==> config.mk <==
export PLATFORM = sky130hd
export DESIGN_NAME = suspend_resume_sequencer
export DESIGN_NICKNAME = d
export VERILOG_FILES = /design/src/susp_seq_pkg.sv /design/src/tick_divider.sv /design/src/susp_clock_gen.sv /design/src/suspend_resume_sequencer.sv
export SDC_FILE = /design/constraint.sdc
export NUM_CORES = 1
export LEC_CHECK = 0
export ABC_AREA = 0
export BUFFER_PORTS_ARGS = -buffer_cell sky130_fd_sc_hd__buf_2
export CORE_MARGIN = 2
export CORE_UTILIZATION = 30
export CTS_BUF_LIST = sky130_fd_sc_hd__clkbuf_4 sky130_fd_sc_hd__clkbuf_8
export CTS_CLUSTER_DIAMETER = 50
export DETAILED_ROUTE_END_ITERATION = 16
export PLACE_DENSITY_LB_ADDON = 0.25
export SYNTH_ARGS = -nofsm -noshare
export SYNTH_HDL_FRONTEND = slang
export SYNTH_HIERARCHICAL = 1
export SYNTH_SLANG_ARGS = --single-unit
==> constraint.sdc <==
create_clock -name core_clk -period 2.3 [get_ports core_clk]
set_input_delay 0.23 -clock core_clk [delete_from_list [all_inputs] [get_ports core_clk]]
set_output_delay 0.23 -clock core_clk [all_outputs]
set_load 0.02 [all_outputs]
==> src/susp_seq_pkg.sv <==
package susp_seq_pkg;
    // core clock and tick timing
    localparam int CORE_CLK_HZ = 10_000_000;
    localparam int TICK_US = 32;
    localparam int TICK_CYCLES = (TICK_US * CORE_CLK_HZ) / 1_000_000;
    localparam int MS_TICKS = (1000 + TICK_US - 1) / TICK_US;
    localparam int POWER_SETTLE_MS = 1;
    localparam int PLL_LOCK_MS = 16;
    localparam int STEP_TICKS = 1;
    localparam int RELEASE_TICKS = 2;
    localparam int TICK_W = 16;
    localparam int MS_W = 8;

    typedef enum logic [4:0] {
        ST_ON,
        ST_HALT_REQ,
        ST_WAIT_GRANT,
        ST_SLEEP,
        ST_STATUS,
        ST_CLK_STOP,
        ST_PLANE_OFF,
        ST_SUSPENDED,
        ST_RESUME_WAIT,
        ST_PLANES_ON,
        ST_WAIT_GOOD,
        ST_CLK_ASSERT,
        ST_CLK_LOCK,
        ST_STATUS_WAIT,
        ST_PCI_RELEASE,
        ST_CPU_RELEASE,
        ST_CLK_FREE
    } seq_state_t;

    typedef enum logic [1:0] {
        MODE_RAM,
        MODE_DISK,
        MODE_OFF
    } susp_mode_t;

    // pins toward clock synth, supplies and processor
    typedef struct packed {
        logic [2:0] powerPlaneCtl;
        logic [1:0] suspendStateOut;
        logic pciClockHaltReq;
        logic cpuClockHaltReq;
        logic clockHaltOe;
        logic pciResetOut;
        logic processorResetOut;
        logic processorSleepReq;
        logic processorHaltReq;
        logic suspendClockEn;
    } seq_pins_t;

    // reset value: everything active-low shown as asserted=0
    localparam seq_pins_t PINS_RESET = '{
        powerPlaneCtl: 3'h7,
        suspendStateOut: 2'h3,
        pciClockHaltReq: 1'b1,
        cpuClockHaltReq: 1'b1,
        clockHaltOe: 1'b1,
        pciResetOut: 1'b1,
        processorResetOut: 1'b0,
        processorSleepReq: 1'b1,
        processorHaltReq: 1'b1,
        suspendClockEn: 1'b1
    };
endpackage

==> src/tick_divider.sv <==
`timescale 1ns/100ps
module tick_divider
    import susp_seq_pkg::*;
#(
    parameter int DIVIDE = TICK_CYCLES
)
(
    // clock and reset
    input wire logic core_clk,
    input wire logic rst,
    // one-cycle tick enable
    output logic tick
);
    typedef struct packed {
        logic [TICK_W-1:0] count;
        logic tick;
    } div_state_t;

    div_state_t st;
    div_state_t next_st;

    initial
    begin
        if (DIVIDE < 1 || DIVIDE >= (1 << TICK_W))
            $error("tick divider out of range");
    end

    always_comb
    begin
        next_st = st;
        next_st.tick = 1'b0;
        if (st.count == TICK_W'(DIVIDE - 1))
        begin
            next_st.count = '0;
            next_st.tick = 1'b1;
        end
        else
            next_st.count = st.count + 1'b1;
    end

    always_ff @(posedge core_clk)
    begin
        if (rst)
            st <= '0;
        else
            st <= next_st;
    end

    assign tick = st.tick;
endmodule

==> src/susp_clock_gen.sv <==
`timescale 1ns/100ps
module susp_clock_gen
    import susp_seq_pkg::*;
(
    // clock and reset
    input wire logic core_clk,
    input wire logic rst,
    // tick enable and run request
    input wire logic tick,
    input wire logic enable,
    // free-running suspend clock, low when stopped
    output logic suspendClockOut
);
    typedef struct packed {
        logic level;
    } sclk_state_t;

    sclk_state_t st;
    sclk_state_t next_st;

    always_comb
    begin
        next_st = st;
        if (!enable)
            next_st.level = 1'b0;
        else if (tick)
            next_st.level = ~st.level;
    end

    always_ff @(posedge core_clk)
    begin
        if (rst)
            st <= '0;
        else
            st <= next_st;
    end

    assign suspendClockOut = st.level;
endmodule

==> src/suspend_resume_sequencer.sv <==
`timescale 1ns/100ps
module suspend_resume_sequencer
    import susp_seq_pkg::*;
#(
    parameter int TICK_DIVIDE = TICK_CYCLES,
    parameter int TICKS_PER_MS = MS_TICKS,
    parameter int SETTLE_MS = POWER_SETTLE_MS,
    parameter int LOCK_MS = PLL_LOCK_MS
)
(
    // clock and reset
    input wire logic core_clk,
    input wire logic rst,
    // system requests and status
    input wire logic suspendReq,
    input wire susp_seq_pkg::susp_mode_t suspendMode,
    input wire logic resumeEvent,
    input wire logic power_good_in,
    input wire logic stopGrantDone,
    input wire logic clockControlEn,
    // pins, active-low where the names say so
    output susp_seq_pkg::seq_pins_t pins,
    output logic suspend_clock_out,
    // sequencer status
    output susp_seq_pkg::seq_state_t seqState
);
    typedef struct packed {
        seq_state_t fsm;
        susp_mode_t mode;
        logic [TICK_W-1:0] ticks;
        logic [MS_W-1:0] msCount;
        logic [TICK_W-1:0] msTicks;
        logic goodSeen;
        seq_pins_t pins;
    } seq_regs_t;

    seq_regs_t st;
    seq_regs_t next_st;
    logic tick;

    initial
    begin
        if (TICKS_PER_MS < 1 || TICKS_PER_MS >= (1 << TICK_W))
            $error("ticks per ms out of range");
        if (LOCK_MS < 1 || LOCK_MS >= (1 << MS_W))
            $error("lock time out of range");
        if (SETTLE_MS < 1 || SETTLE_MS > LOCK_MS)
            $error("settle time out of range");
    end

    tick_divider #(.DIVIDE(TICK_DIVIDE)) u_div (
        .core_clk(core_clk),
        .rst(rst),
        .tick(tick)
    );

    susp_clock_gen u_sclk (
        .core_clk(core_clk),
        .rst(rst),
        .tick(tick),
        .enable(st.pins.suspendClockEn),
        .suspendClockOut(suspend_clock_out)
    );

    // true once a state has counted n ticks since its counter cleared
    function automatic logic waited(input logic [TICK_W-1:0] t, input int n);
        waited = t >= TICK_W'(n);
    endfunction

    // core power comes back: halts float, resets on, sleep/halt idle
    function automatic seq_pins_t core_up(input seq_pins_t p);
        seq_pins_t q;
        q = p;
        q.clockHaltOe = 1'b0;
        q.pciClockHaltReq = 1'b1;
        q.cpuClockHaltReq = 1'b1;
        q.pciResetOut = 1'b0;
        q.processorResetOut = 1'b1;
        q.processorSleepReq = 1'b1;
        q.processorHaltReq = 1'b1;
        return q;
    endfunction

    always_comb
    begin
        next_st = st;
        // per-state wait counters advance on the tick only
        if (tick)
        begin
            if (st.ticks != '1)
                next_st.ticks = st.ticks + 1'b1;
            // first tick after a clear is partial, it only primes the count
            if (st.msTicks >= TICK_W'(TICKS_PER_MS))
            begin
                next_st.msTicks = TICK_W'(STEP_TICKS);
                if (st.msCount != '1)
                    next_st.msCount = st.msCount + 1'b1;
            end
            else
                next_st.msTicks = st.msTicks + 1'b1;
        end
        unique case (st.fsm)
            ST_ON:
            begin
                if (suspendReq)
                begin
                    next_st.mode = suspendMode;
                    next_st.goodSeen = 1'b0;
                    next_st.fsm = ST_HALT_REQ;
                    next_st.ticks = '0;
                end
            end
            ST_HALT_REQ:
            begin
                // entered off the tick, so one whole tick must pass first
                if (tick && waited(st.ticks, STEP_TICKS))
                begin
                    next_st.pins.processorHaltReq = 1'b0;
                    next_st.fsm = ST_WAIT_GRANT;
                    next_st.ticks = '0;
                end
            end
            ST_WAIT_GRANT:
            begin
                if (stopGrantDone)
                    next_st.goodSeen = 1'b1;
                if (tick && waited(st.ticks, STEP_TICKS - 1)
                    && (st.goodSeen || stopGrantDone))
                begin
                    next_st.pins.processorSleepReq = 1'b0;
                    next_st.goodSeen = 1'b0;
                    next_st.fsm = ST_SLEEP;
                    next_st.ticks = '0;
                end
            end
            ST_SLEEP:
            begin
                if (tick)
                begin
                    next_st.pins.suspendStateOut = 2'h0;
                    next_st.fsm = ST_STATUS;
                end
            end
            ST_STATUS:
            begin
                if (tick)
                begin
                    if (clockControlEn)
                    begin
                        next_st.pins.pciClockHaltReq = 1'b0;
                        next_st.pins.cpuClockHaltReq = 1'b0;
                    end
                    next_st.fsm = ST_CLK_STOP;
                end
            end
            ST_CLK_STOP:
            begin
                if (tick)
                begin
                    if (st.mode == MODE_RAM)
                        next_st.pins.powerPlaneCtl[1:0] = 2'h0;
                    else
                        next_st.pins.powerPlaneCtl = 3'h0;
                    next_st.fsm = ST_PLANE_OFF;
                end
            end
            ST_PLANE_OFF:
            begin
                if (tick)
                begin
                    if (st.mode != MODE_RAM)
                        next_st.pins.suspendClockEn = 1'b0;
                    next_st.fsm = ST_SUSPENDED;
                end
            end
            ST_SUSPENDED:
            begin
                // outputs hold unless power good drops or resume arrives
                if (resumeEvent)
                begin
                    next_st.fsm = ST_RESUME_WAIT;
                    next_st.ticks = '0;
                end
            end
            ST_RESUME_WAIT:
            begin
                if (tick && waited(st.ticks, STEP_TICKS))
                begin
                    if (st.mode == MODE_RAM)
                        next_st.pins.powerPlaneCtl[1:0] = 2'h3;
                    else
                        next_st.pins.powerPlaneCtl = 3'h7;
                    next_st.fsm = ST_PLANES_ON;
                    next_st.ticks = '0;
                    next_st.msCount = '0;
                    next_st.msTicks = '0;
                end
            end
            ST_PLANES_ON:
            begin
                // plane release lets core power return
                next_st.pins = core_up(st.pins);
                next_st.fsm = ST_WAIT_GOOD;
            end
            ST_WAIT_GOOD:
            begin
                // supply holds power good off for its own settle time
                if (power_good_in)
                begin
                    next_st.pins.clockHaltOe = 1'b1;
                    next_st.pins.pciClockHaltReq = 1'b0;
                    next_st.pins.cpuClockHaltReq = 1'b0;
                    next_st.fsm = ST_CLK_ASSERT;
                    next_st.ticks = '0;
                end
            end
            ST_CLK_ASSERT:
            begin
                // a whole tick past power good, counted alongside the lock
                if (waited(st.ticks, STEP_TICKS + 1)
                    && st.msCount >= MS_W'(LOCK_MS))
                begin
                    next_st.pins.pciClockHaltReq = 1'b1;
                    next_st.pins.cpuClockHaltReq = 1'b1;
                    next_st.fsm = ST_CLK_LOCK;
                    next_st.ticks = '0;
                    next_st.msCount = '0;
                    next_st.msTicks = '0;
                end
            end
            ST_CLK_LOCK:
            begin
                if (st.msCount >= MS_W'(SETTLE_MS))
                begin
                    next_st.pins.suspendStateOut = 2'h3;
                    // enabling here lets the clock run at the next tick
                    next_st.pins.suspendClockEn = 1'b1;
                    next_st.fsm = ST_STATUS_WAIT;
                    next_st.ticks = '0;
                end
            end
            ST_STATUS_WAIT:
            begin
                // entered off the tick, so one whole tick must pass first
                if (tick && waited(st.ticks, STEP_TICKS))
                begin
                    next_st.pins.pciResetOut = 1'b1;
                    next_st.fsm = ST_PCI_RELEASE;
                end
            end
            ST_PCI_RELEASE:
            begin
                if (tick)
                begin
                    next_st.pins.processorResetOut = 1'b0;
                    next_st.fsm = ST_CPU_RELEASE;
                end
            end
            ST_CPU_RELEASE:
            begin
                // halts stay fixed until the fourth tick past status release
                if (tick && waited(st.ticks, RELEASE_TICKS))
                    next_st.fsm = ST_CLK_FREE;
            end
            ST_CLK_FREE:
            begin
                next_st.fsm = ST_ON;
            end
        endcase
        // losing power good forces core-up pins in every step except ST_PLANES_ON and ST_WAIT_GOOD, and ST_SUSPENDED from all but ST_SUSPENDED and ST_RESUME_WAIT
        if (!power_good_in && st.fsm != ST_WAIT_GOOD
            && st.fsm != ST_PLANES_ON)
        begin
            next_st.pins = core_up(next_st.pins);
            if (st.fsm != ST_SUSPENDED && st.fsm != ST_RESUME_WAIT)
            begin
                next_st.fsm = ST_SUSPENDED;
                next_st.pins.suspendStateOut = 2'h0;
            end
        end
    end

    always_ff @(posedge core_clk)
    begin
        if (rst)
        begin
            st <= '0;
            st.fsm <= ST_ON;
            st.mode <= MODE_RAM;
            st.pins <= PINS_RESET;
        end
        else
            st <= next_st;
    end

    assign pins = st.pins;
    assign seqState = st.fsm;

    a_halt_before_sleep: assert property (@(posedge core_clk) disable iff (rst)
        $fell(st.pins.processorSleepReq) |-> !st.pins.processorHaltReq)
        else $error("sleep asserted without halt request");

    a_resets_on_loss: assert property (@(posedge core_clk) disable iff (rst)
        !power_good_in && st.fsm != ST_WAIT_GOOD && st.fsm != ST_PLANES_ON
        |=> st.pins.processorResetOut && !st.pins.pciResetOut
        && !st.pins.clockHaltOe)
        else $error("resets not asserted after power good loss");

    a_pci_before_cpu: assert property (@(posedge core_clk) disable iff (rst)
        $fell(st.pins.processorResetOut) |-> st.pins.pciResetOut
        && $past(st.pins.pciResetOut))
        else $error("processor reset released before pci reset");

    a_status_after_ms: assert property (@(posedge core_clk) disable iff (rst)
        $rose(st.pins.suspendStateOut[0]) && st.fsm == ST_STATUS_WAIT
        |-> $past(st.msCount) >= MS_W'(SETTLE_MS))
        else $error("status released before settle time");

    a_lock_wait: assert property (@(posedge core_clk) disable iff (rst)
        st.fsm == ST_CLK_ASSERT ##1 st.fsm == ST_CLK_LOCK
        |-> st.pins.pciClockHaltReq && $past(st.msCount) >= MS_W'(LOCK_MS))
        else $error("clock halts released before lock time");

    a_halt_clock_ctl: assert property (@(posedge core_clk) disable iff (rst)
        st.fsm == ST_STATUS && tick && !clockControlEn
        |=> st.pins.pciClockHaltReq == $past(st.pins.pciClockHaltReq))
        else $error("clock halt asserted without clock control");

    a_disk_planes: assert property (@(posedge core_clk) disable iff (rst)
        st.fsm == ST_CLK_STOP && tick && st.mode != MODE_RAM && power_good_in
        |=> st.pins.powerPlaneCtl == 3'h0)
        else $error("power planes not all asserted");

    a_sclk_stopped: assert property (@(posedge core_clk) disable iff (rst)
        st.fsm == ST_SUSPENDED && st.mode != MODE_RAM
        |-> ##1 !suspend_clock_out)
        else $error("suspend clock running in disk suspend");
endmodule

# Yosys cells after proc, flatten, opt, wreduce, memory -nomap -nowiden
# Index checks and enable logic that the tools add are counted.
[totals]
regBits = 79
in_bits = 9
output_inout_bits = 19
wordCells = 161
[op_classes]
n_addsub = 4
magnitude_cmp = 6
n_eq_ne = 34
mux = 65
bitwise = 2
n_reduce_logical = 31
[op_table]
columns = ["cell", "n"]
rows = [
  ["16-bit case mux with 8 select lines", 1],
  ["40-bit 2-to-1 mux", 3],
  ["16-bit 2-to-1 mux", 7],
  ["5-bit case mux with 17 select lines", 1],
  ["5-bit 2-to-1 mux", 16],
  ["16-bit by 1-bit adder with 16-bit output (second input constant)", 3],
  ["24-bit case mux with 2 select lines", 1],
  ["5-bit by 4-bit equality test with 1-bit output (second input constant)", 8],
  ["16-bit by 1-bit >= comparator with 1-bit output (second input constant)", 2],
  ["23-bit 2-to-1 mux", 1],
  ["5-bit by 3-bit equality test with 1-bit output (second input constant)", 4],
  ["16-bit by 9-bit equality test with 1-bit output (second input constant)", 1],
  ["16-bit by 2-bit >= comparator with 1-bit output (second input constant)", 1],
  ["16-bit by 6-bit >= comparator with 1-bit output (second input constant)", 1],
  ["8-bit 2-to-1 mux", 2],
  ["16-bit inequality test (second input constant)", 1],
  ["5-bit by 4-bit inequality test with 1-bit output (second input constant)", 3],
  ["1-bit case mux with 2 select lines", 7],
  ["1-bit 2-to-1 mux", 13],
  ["2-bit 2-to-1 mux", 6],
  ["2-bit inequality test (second input constant)", 6],
  ["2-bit AND reduction", 6],
  ["5-bit by 2-bit equality test with 1-bit output (second input constant)", 2],
  ["10-bit 2-to-1 mux", 1],
  ["26 further kinds", 45],
]

# Depth between registers and ports, before layout
[logic_depth]
depth_word = 8
depth_mapped = 9
mapped_depth_nobuf = 8

# By module
# Netlist, hierarchy kept.
[by_module_without_submodules]
columns = ["module", "instances", "cells_each", "area_per_inst_um2", "seq_area_each_um2"]
rows = [
  ["suspend_resume_sequencer", 1, 429, 3393.3, 1181.1],
  ["tick_divider", 1, 81, 720.7, 340.3],
  ["susp_clock_gen", 1, 3, 41.3, 20.0],
]

# Worst setup path before layout
# OpenSTA, ideal clock, no wires.
[synth_timing]
path_kind = "reg-to-reg"
start = "reg st[38] (netlist bit)"
end = "reg st[52] (netlist bit)"
setup_time_ps = 121
arrival_ps = 2118
required_time_ps = 2179
path_slack_ps = 62
stages_incl_launch_ff = 10
path_buffers = 1
synth_period_minus_slack_ps = 2238
path_cell_list = "dfxtp_1 inv_1 ha_1 nor4b_1 a41oi_1 nor3_1 or4_4 o21ai_4 buf_6 nor2_1"
[synth_between]
elab_chain_cells = 5
elab_cells_between_ends = 20
cone_classes = "add/sub: 1; order compare: 3; eq/ne: 1; mux: 11; reduce/logical: 4"
[synth_lines]
columns = ["element", "line", "source"]
rows = [
  ["start: declaration", "suspend_resume_sequencer.sv:37", "seq_regs_t st;"],
  ["start signal: assignment", "suspend_resume_sequencer.sv:293", "st <= next_st;"],
  ["16-bit by 1-bit adder with 16-bit output, or another cell as far along", "suspend_resume_sequencer.sv:91", "next_st.ticks = st.ticks + 1'b1;"],
  ["16-bit 2-to-1 mux / 1-bit logical AND (equally long branches)", "suspend_resume_sequencer.sv:90, suspend_resume_sequencer.sv:127", ""],
  ["40-bit 2-to-1 mux / 1-bit logical AND (equally long branches)", "suspend_resume_sequencer.sv:88, suspend_resume_sequencer.sv:128", ""],
  ["16-bit 2-to-1 mux, or another cell as far along", "suspend_resume_sequencer.sv:233", "if (st.msCount >= MS_W'(SETTLE_MS))"],
  ["16-bit case mux with 8 select lines (*)", "suspend_resume_sequencer.sv:102", "unique case (st.fsm)"],
]
# Every way passes the cells marked *; elsewhere a longest branch is shown, timed or not.
# A chain may end at the register's enable or synchronous reset.

# Final worst setup path
[layout_timing]
start = "reg st[31] (netlist bit)"
end = "reg st[50] (netlist bit)"
[layout_between]
elab_chain_cells = 4
elab_cells_between_ends = 6
cone_classes = "order compare: 2; mux: 3; reduce/logical: 1"
[layout_lines]
columns = ["element", "line", "source"]
rows = [
  ["8-bit by 5-bit >= comparator with 1-bit output", "suspend_resume_sequencer.sv:221", "&& st.msCount >= MS_W'(LOCK_MS))"],
  ["1-bit logical AND", "suspend_resume_sequencer.sv:221", ""],
  ["40-bit 2-to-1 mux", "suspend_resume_sequencer.sv:220", "if (waited(st.ticks, STEP_TICKS + 1)"],
  ["16-bit case mux with 8 select lines (*)", "suspend_resume_sequencer.sv:102", ""],
]
# Marked as above.

==> impl_metrics.py <==
metrics = {
    "yosys": {
        "ys_ff_latch": 77,
        "synthMuxAreaShare": 0.00964,
        "yosysWarnings": 6,
        "yosys.area_share.simple": 0.293,
        "synthArstFlopShare": 0,
        "synth-xor-area-share": 0.0927,
        "synthFlopType": "dfxtp_1",
        "synthAdderAreaFrac": 0.0301,
        "synth-compound-area-share": 0.129,
        "synth_top_family_by_area": "simple AND/OR/NAND/NOR gates",
        "synthCells": 513,
        "synth.cell_area_um2": 4160,
        "ys_seq_area_frac": 0.371,
        "synth_edf_count": 0,
        "synth_nets": 532,
        "syn-mean-instance-area_um2": 8.10,
        "synthDistinctLibCells": 58,
    },
    "clocking": {
        "root_buffer": "clkbuf_8",
        "clock_latency_ns": 0.36,
        "cts-hold-fix-buffers": 0,
        "clkTransAtPathRegs_ns": 0.08,
        "cts_tree": "built",
        "cts_buffers": 9,
        "clock_path_buffers": 2,
        "cts_sinks": 77,
        "htree_levels": 3,
    },
    "route": {
        "drc": 0,
        "antenna_left": 0,
        "initialDrtViolationCount": 196,
        "wl_per_cell_um": 13.8,
        "vias_per_cell": 4.99,
        "first_pass_iters": 4,
        "wl_mm": 10.2,
        "vias": 3696,
    },
    "setup_path": {
        "rr_worst_depth": 10,
        "path_buf_inv": 3,
        "crit_family": "simple AND/OR/NAND/NOR gates",
        "endpoint_kind": "flip-flop",
        "cp_slowest_cell": "or4_4",
        "r2r_start": "st[31]",
        "path_class": "reg -> reg",
        "r2r_slack_ns": 0.14,
        "startpoint_type": "flip-flop",
        "crit_arrival_ns": 2.39,
        "path_max_fanout": 16,
        "required_ns": 2.53,
        "path_cells": "inv_1 -> ha_1 -> nand2b_1 -> nor4_2 -> buf_4 -> a211o_1 -> or4_4 -> o21ai_4 -> buf_12 -> a311oi_1",
        "reg2reg_to": "st[50]",
        "cp_slowest_stage_delay_ns": 0.50,
    },
    "finish": {
        "n_antenna_cell": 0,
        "final_util": 0.355,
        "final_cells": 741,
        "postLayoutCellArea_um2": 4860,
        "drive_above_1_share": 0.178,
        "area_delta_synth_final_pct": 17.1,
        "nNetsFinal": 575,
    },
    "sta": {
        "min_period_over_period": 0.938,
        "min_period_ns": 2.16,
        "rsz0062_at_grt": "true",
        "tightest_slew_ns": 0.500,
        "slew-limit-headroom": 0.664,
        "timing.final.ws_setup_ns": 0.142,
        "setup_violations": 0,
        "fmax_mhz": 463,
        "finalHoldViolCount": 0,
        "fin_skew_ns": 0.00609,
        "setup-tns-final_ns": 0,
        "report.final.slew_viol_count": 0,
    },
    "run": {
        "maxCapViolations": 0,
    },
    "global_route": {
        "grtUsageTotal": 0.148,
        "grt_max_degree": 18,
        "grt_overflow_total": 0,
        "grt_first_pass_wirelength_mm": 17.2,
        "grt_pass1_vias": 3477,
        "antenna_found_initial": 0,
    },
    "power": {
        "power_density_nw_per_um2": 562,
        "ir_drop_v": 0.000232,
        "leakage_uw": 0.00176,
    },
    "min_path": {
        "hold_depth": 3,
        "min_from": "suspendMode[0]",
        "hold_path_class": "in -> reg",
        "min_to": "st[54]",
    },
    "floorplan": {
        "std_cell_rows": 43,
        "initial_core_util": 0.303,
        "die_h_um": 122,
        "die_area_um2": 14800,
        "fp.dieW_um": 122,
        "io_pins": 28,
        "core_um2": 13700,
    },
    "place": {
        "gp_congestion": 0.892,
        "portBuffers": 27,
        "dp.cells": 724,
        "dpl_worst_slack_ns": -0.0453,
        "dp_hpwl_mm": 7.59,
        "post_dp_cell_area_um2": 4590,
    },
    "run_status": {
        "status": "complete, no violations",
    },
}
-- cells in the final DEF (no fill, tap or decap), drive strengths merged, types with 2 or more instances in the layout --
cell type,instances
a21o,3
dfxtp,77
nor2,79
o31ai,2
clkinv,3
a311oi,2
mux2i,4
o221ai,2
xor2,20
nand2b,4
o21ai,18
nor2b,7
inv,20
a31oi,6
and4,4
nand3b,2
nor4b,4
nand2,38
a31o,3
xnor2,24
a21oi,22
nor3,16
nor4,16
a211oi,5
nand3,25
clkbuf,11
or3,5
o21a,2
nand4,20
or4,3
nor3b,4
and3,9
ha,10
a211o,2
o22ai,4
buf,69
-- per-stage QoR --
stage	hold WS (ns)	total power (µW)
6_report	0.123	2730
5_1_grt	0.109	2880
4_1_cts	0.0953	2790
3_5_place_dp	0.455	1690
3_3_place_gp	0.448	1690
2_1_floorplan	0.300	1600
-- area by class of cell --
class                   count  area [µm²]
multi-input cells         379        2350
clock buffers              11         145
clock inverters             5        60.1
well taps                 180         225
flip-flops and latches     77        1540
fillers                  1459        8850
inverters                  20        75.1
repair buffers             69         463
-- Yosys cell counts (5+ instances only) --
cell type / n / area, µm²
nor2_1: 79 / 297
dfxtp_1: 77 / 1540
nand2_1: 38 / 143
nand3_1: 25 / 125
xnor2_1: 24 / 210
a21oi_1: 22 / 110
inv_1: 20 / 75.1
nand4_1: 20 / 125
xor2_1: 20 / 175
buf_4: 18 / 135
nor4_1: 16 / 100
o21ai_0: 16 / 80.1
nor3_1: 15 / 75.1
ha_1: 10 / 125
and3_1: 9 / 56.3
buf_2: 9 / 45.0
nor2b_1: 7 / 43.8
a31oi_1: 6 / 37.5
a211oi_1: 5 / 37.5
clkbuf_1: 5 / 18.8
or3_1: 5 / 31.3
-- state kept, by name, summed over array words and instances (netlist names) --
signal,cells
pins,11
st,43
u_sclk/suspendClockOut,1
u_div/tick,1
u_div/st,16
seqState,5
-- worst max-delay path by stage --
stage,startpoint,to,slack (ns),cells past startpoint
after detailed placement,st[38],seqState[0],-0.05,8
after floorplan,st[38],st[52],0.06,9
after global placement,st[38],seqState[0],-0.06,8
after global routing,st[38],st[14],-0.02,9
after CTS,st[38],seqState[0],0.02,8
final,st[31],st[50],0.14,10
-- worst min-delay path, stage by stage --
cell     delay [ns]
buf_2          0.09
nand3_1        0.05
a21oi_1        0.05
-- metal layers --
layer	vias up	wire, µm	track usage
li1	1884	-	-
met1	1717	4800	0.186
met2	75	4680	0.229
met3	20	409	0.0463
met4	0	307	0.0711
met5	-	0	0
-- cells by family after synthesis --
family,after synthesis
and+or+nand+nor,241
adders and majority gates,10
xor gates and xnor gates,44
buffers and inverters,57
muxes,4
AOI/OAI and AO/OA,80
DFF,77
-- report_power, final --
part	switching, µW	internal, µW	leakage (µW)	total, µW
combinational	184	120	0.00103	304
sequential	16.9	1350	0.000625	1370
clock	515	545	0.000103	1060
total	716	2020	0.00176	2730
-- repair_timing --
item,CTS,global route
endpoints found under the setup margin,16,43
gates resized for setup,1,9
setup buffers,1,0
pin swaps,1,0
Power figures use the tool's default switching activity.
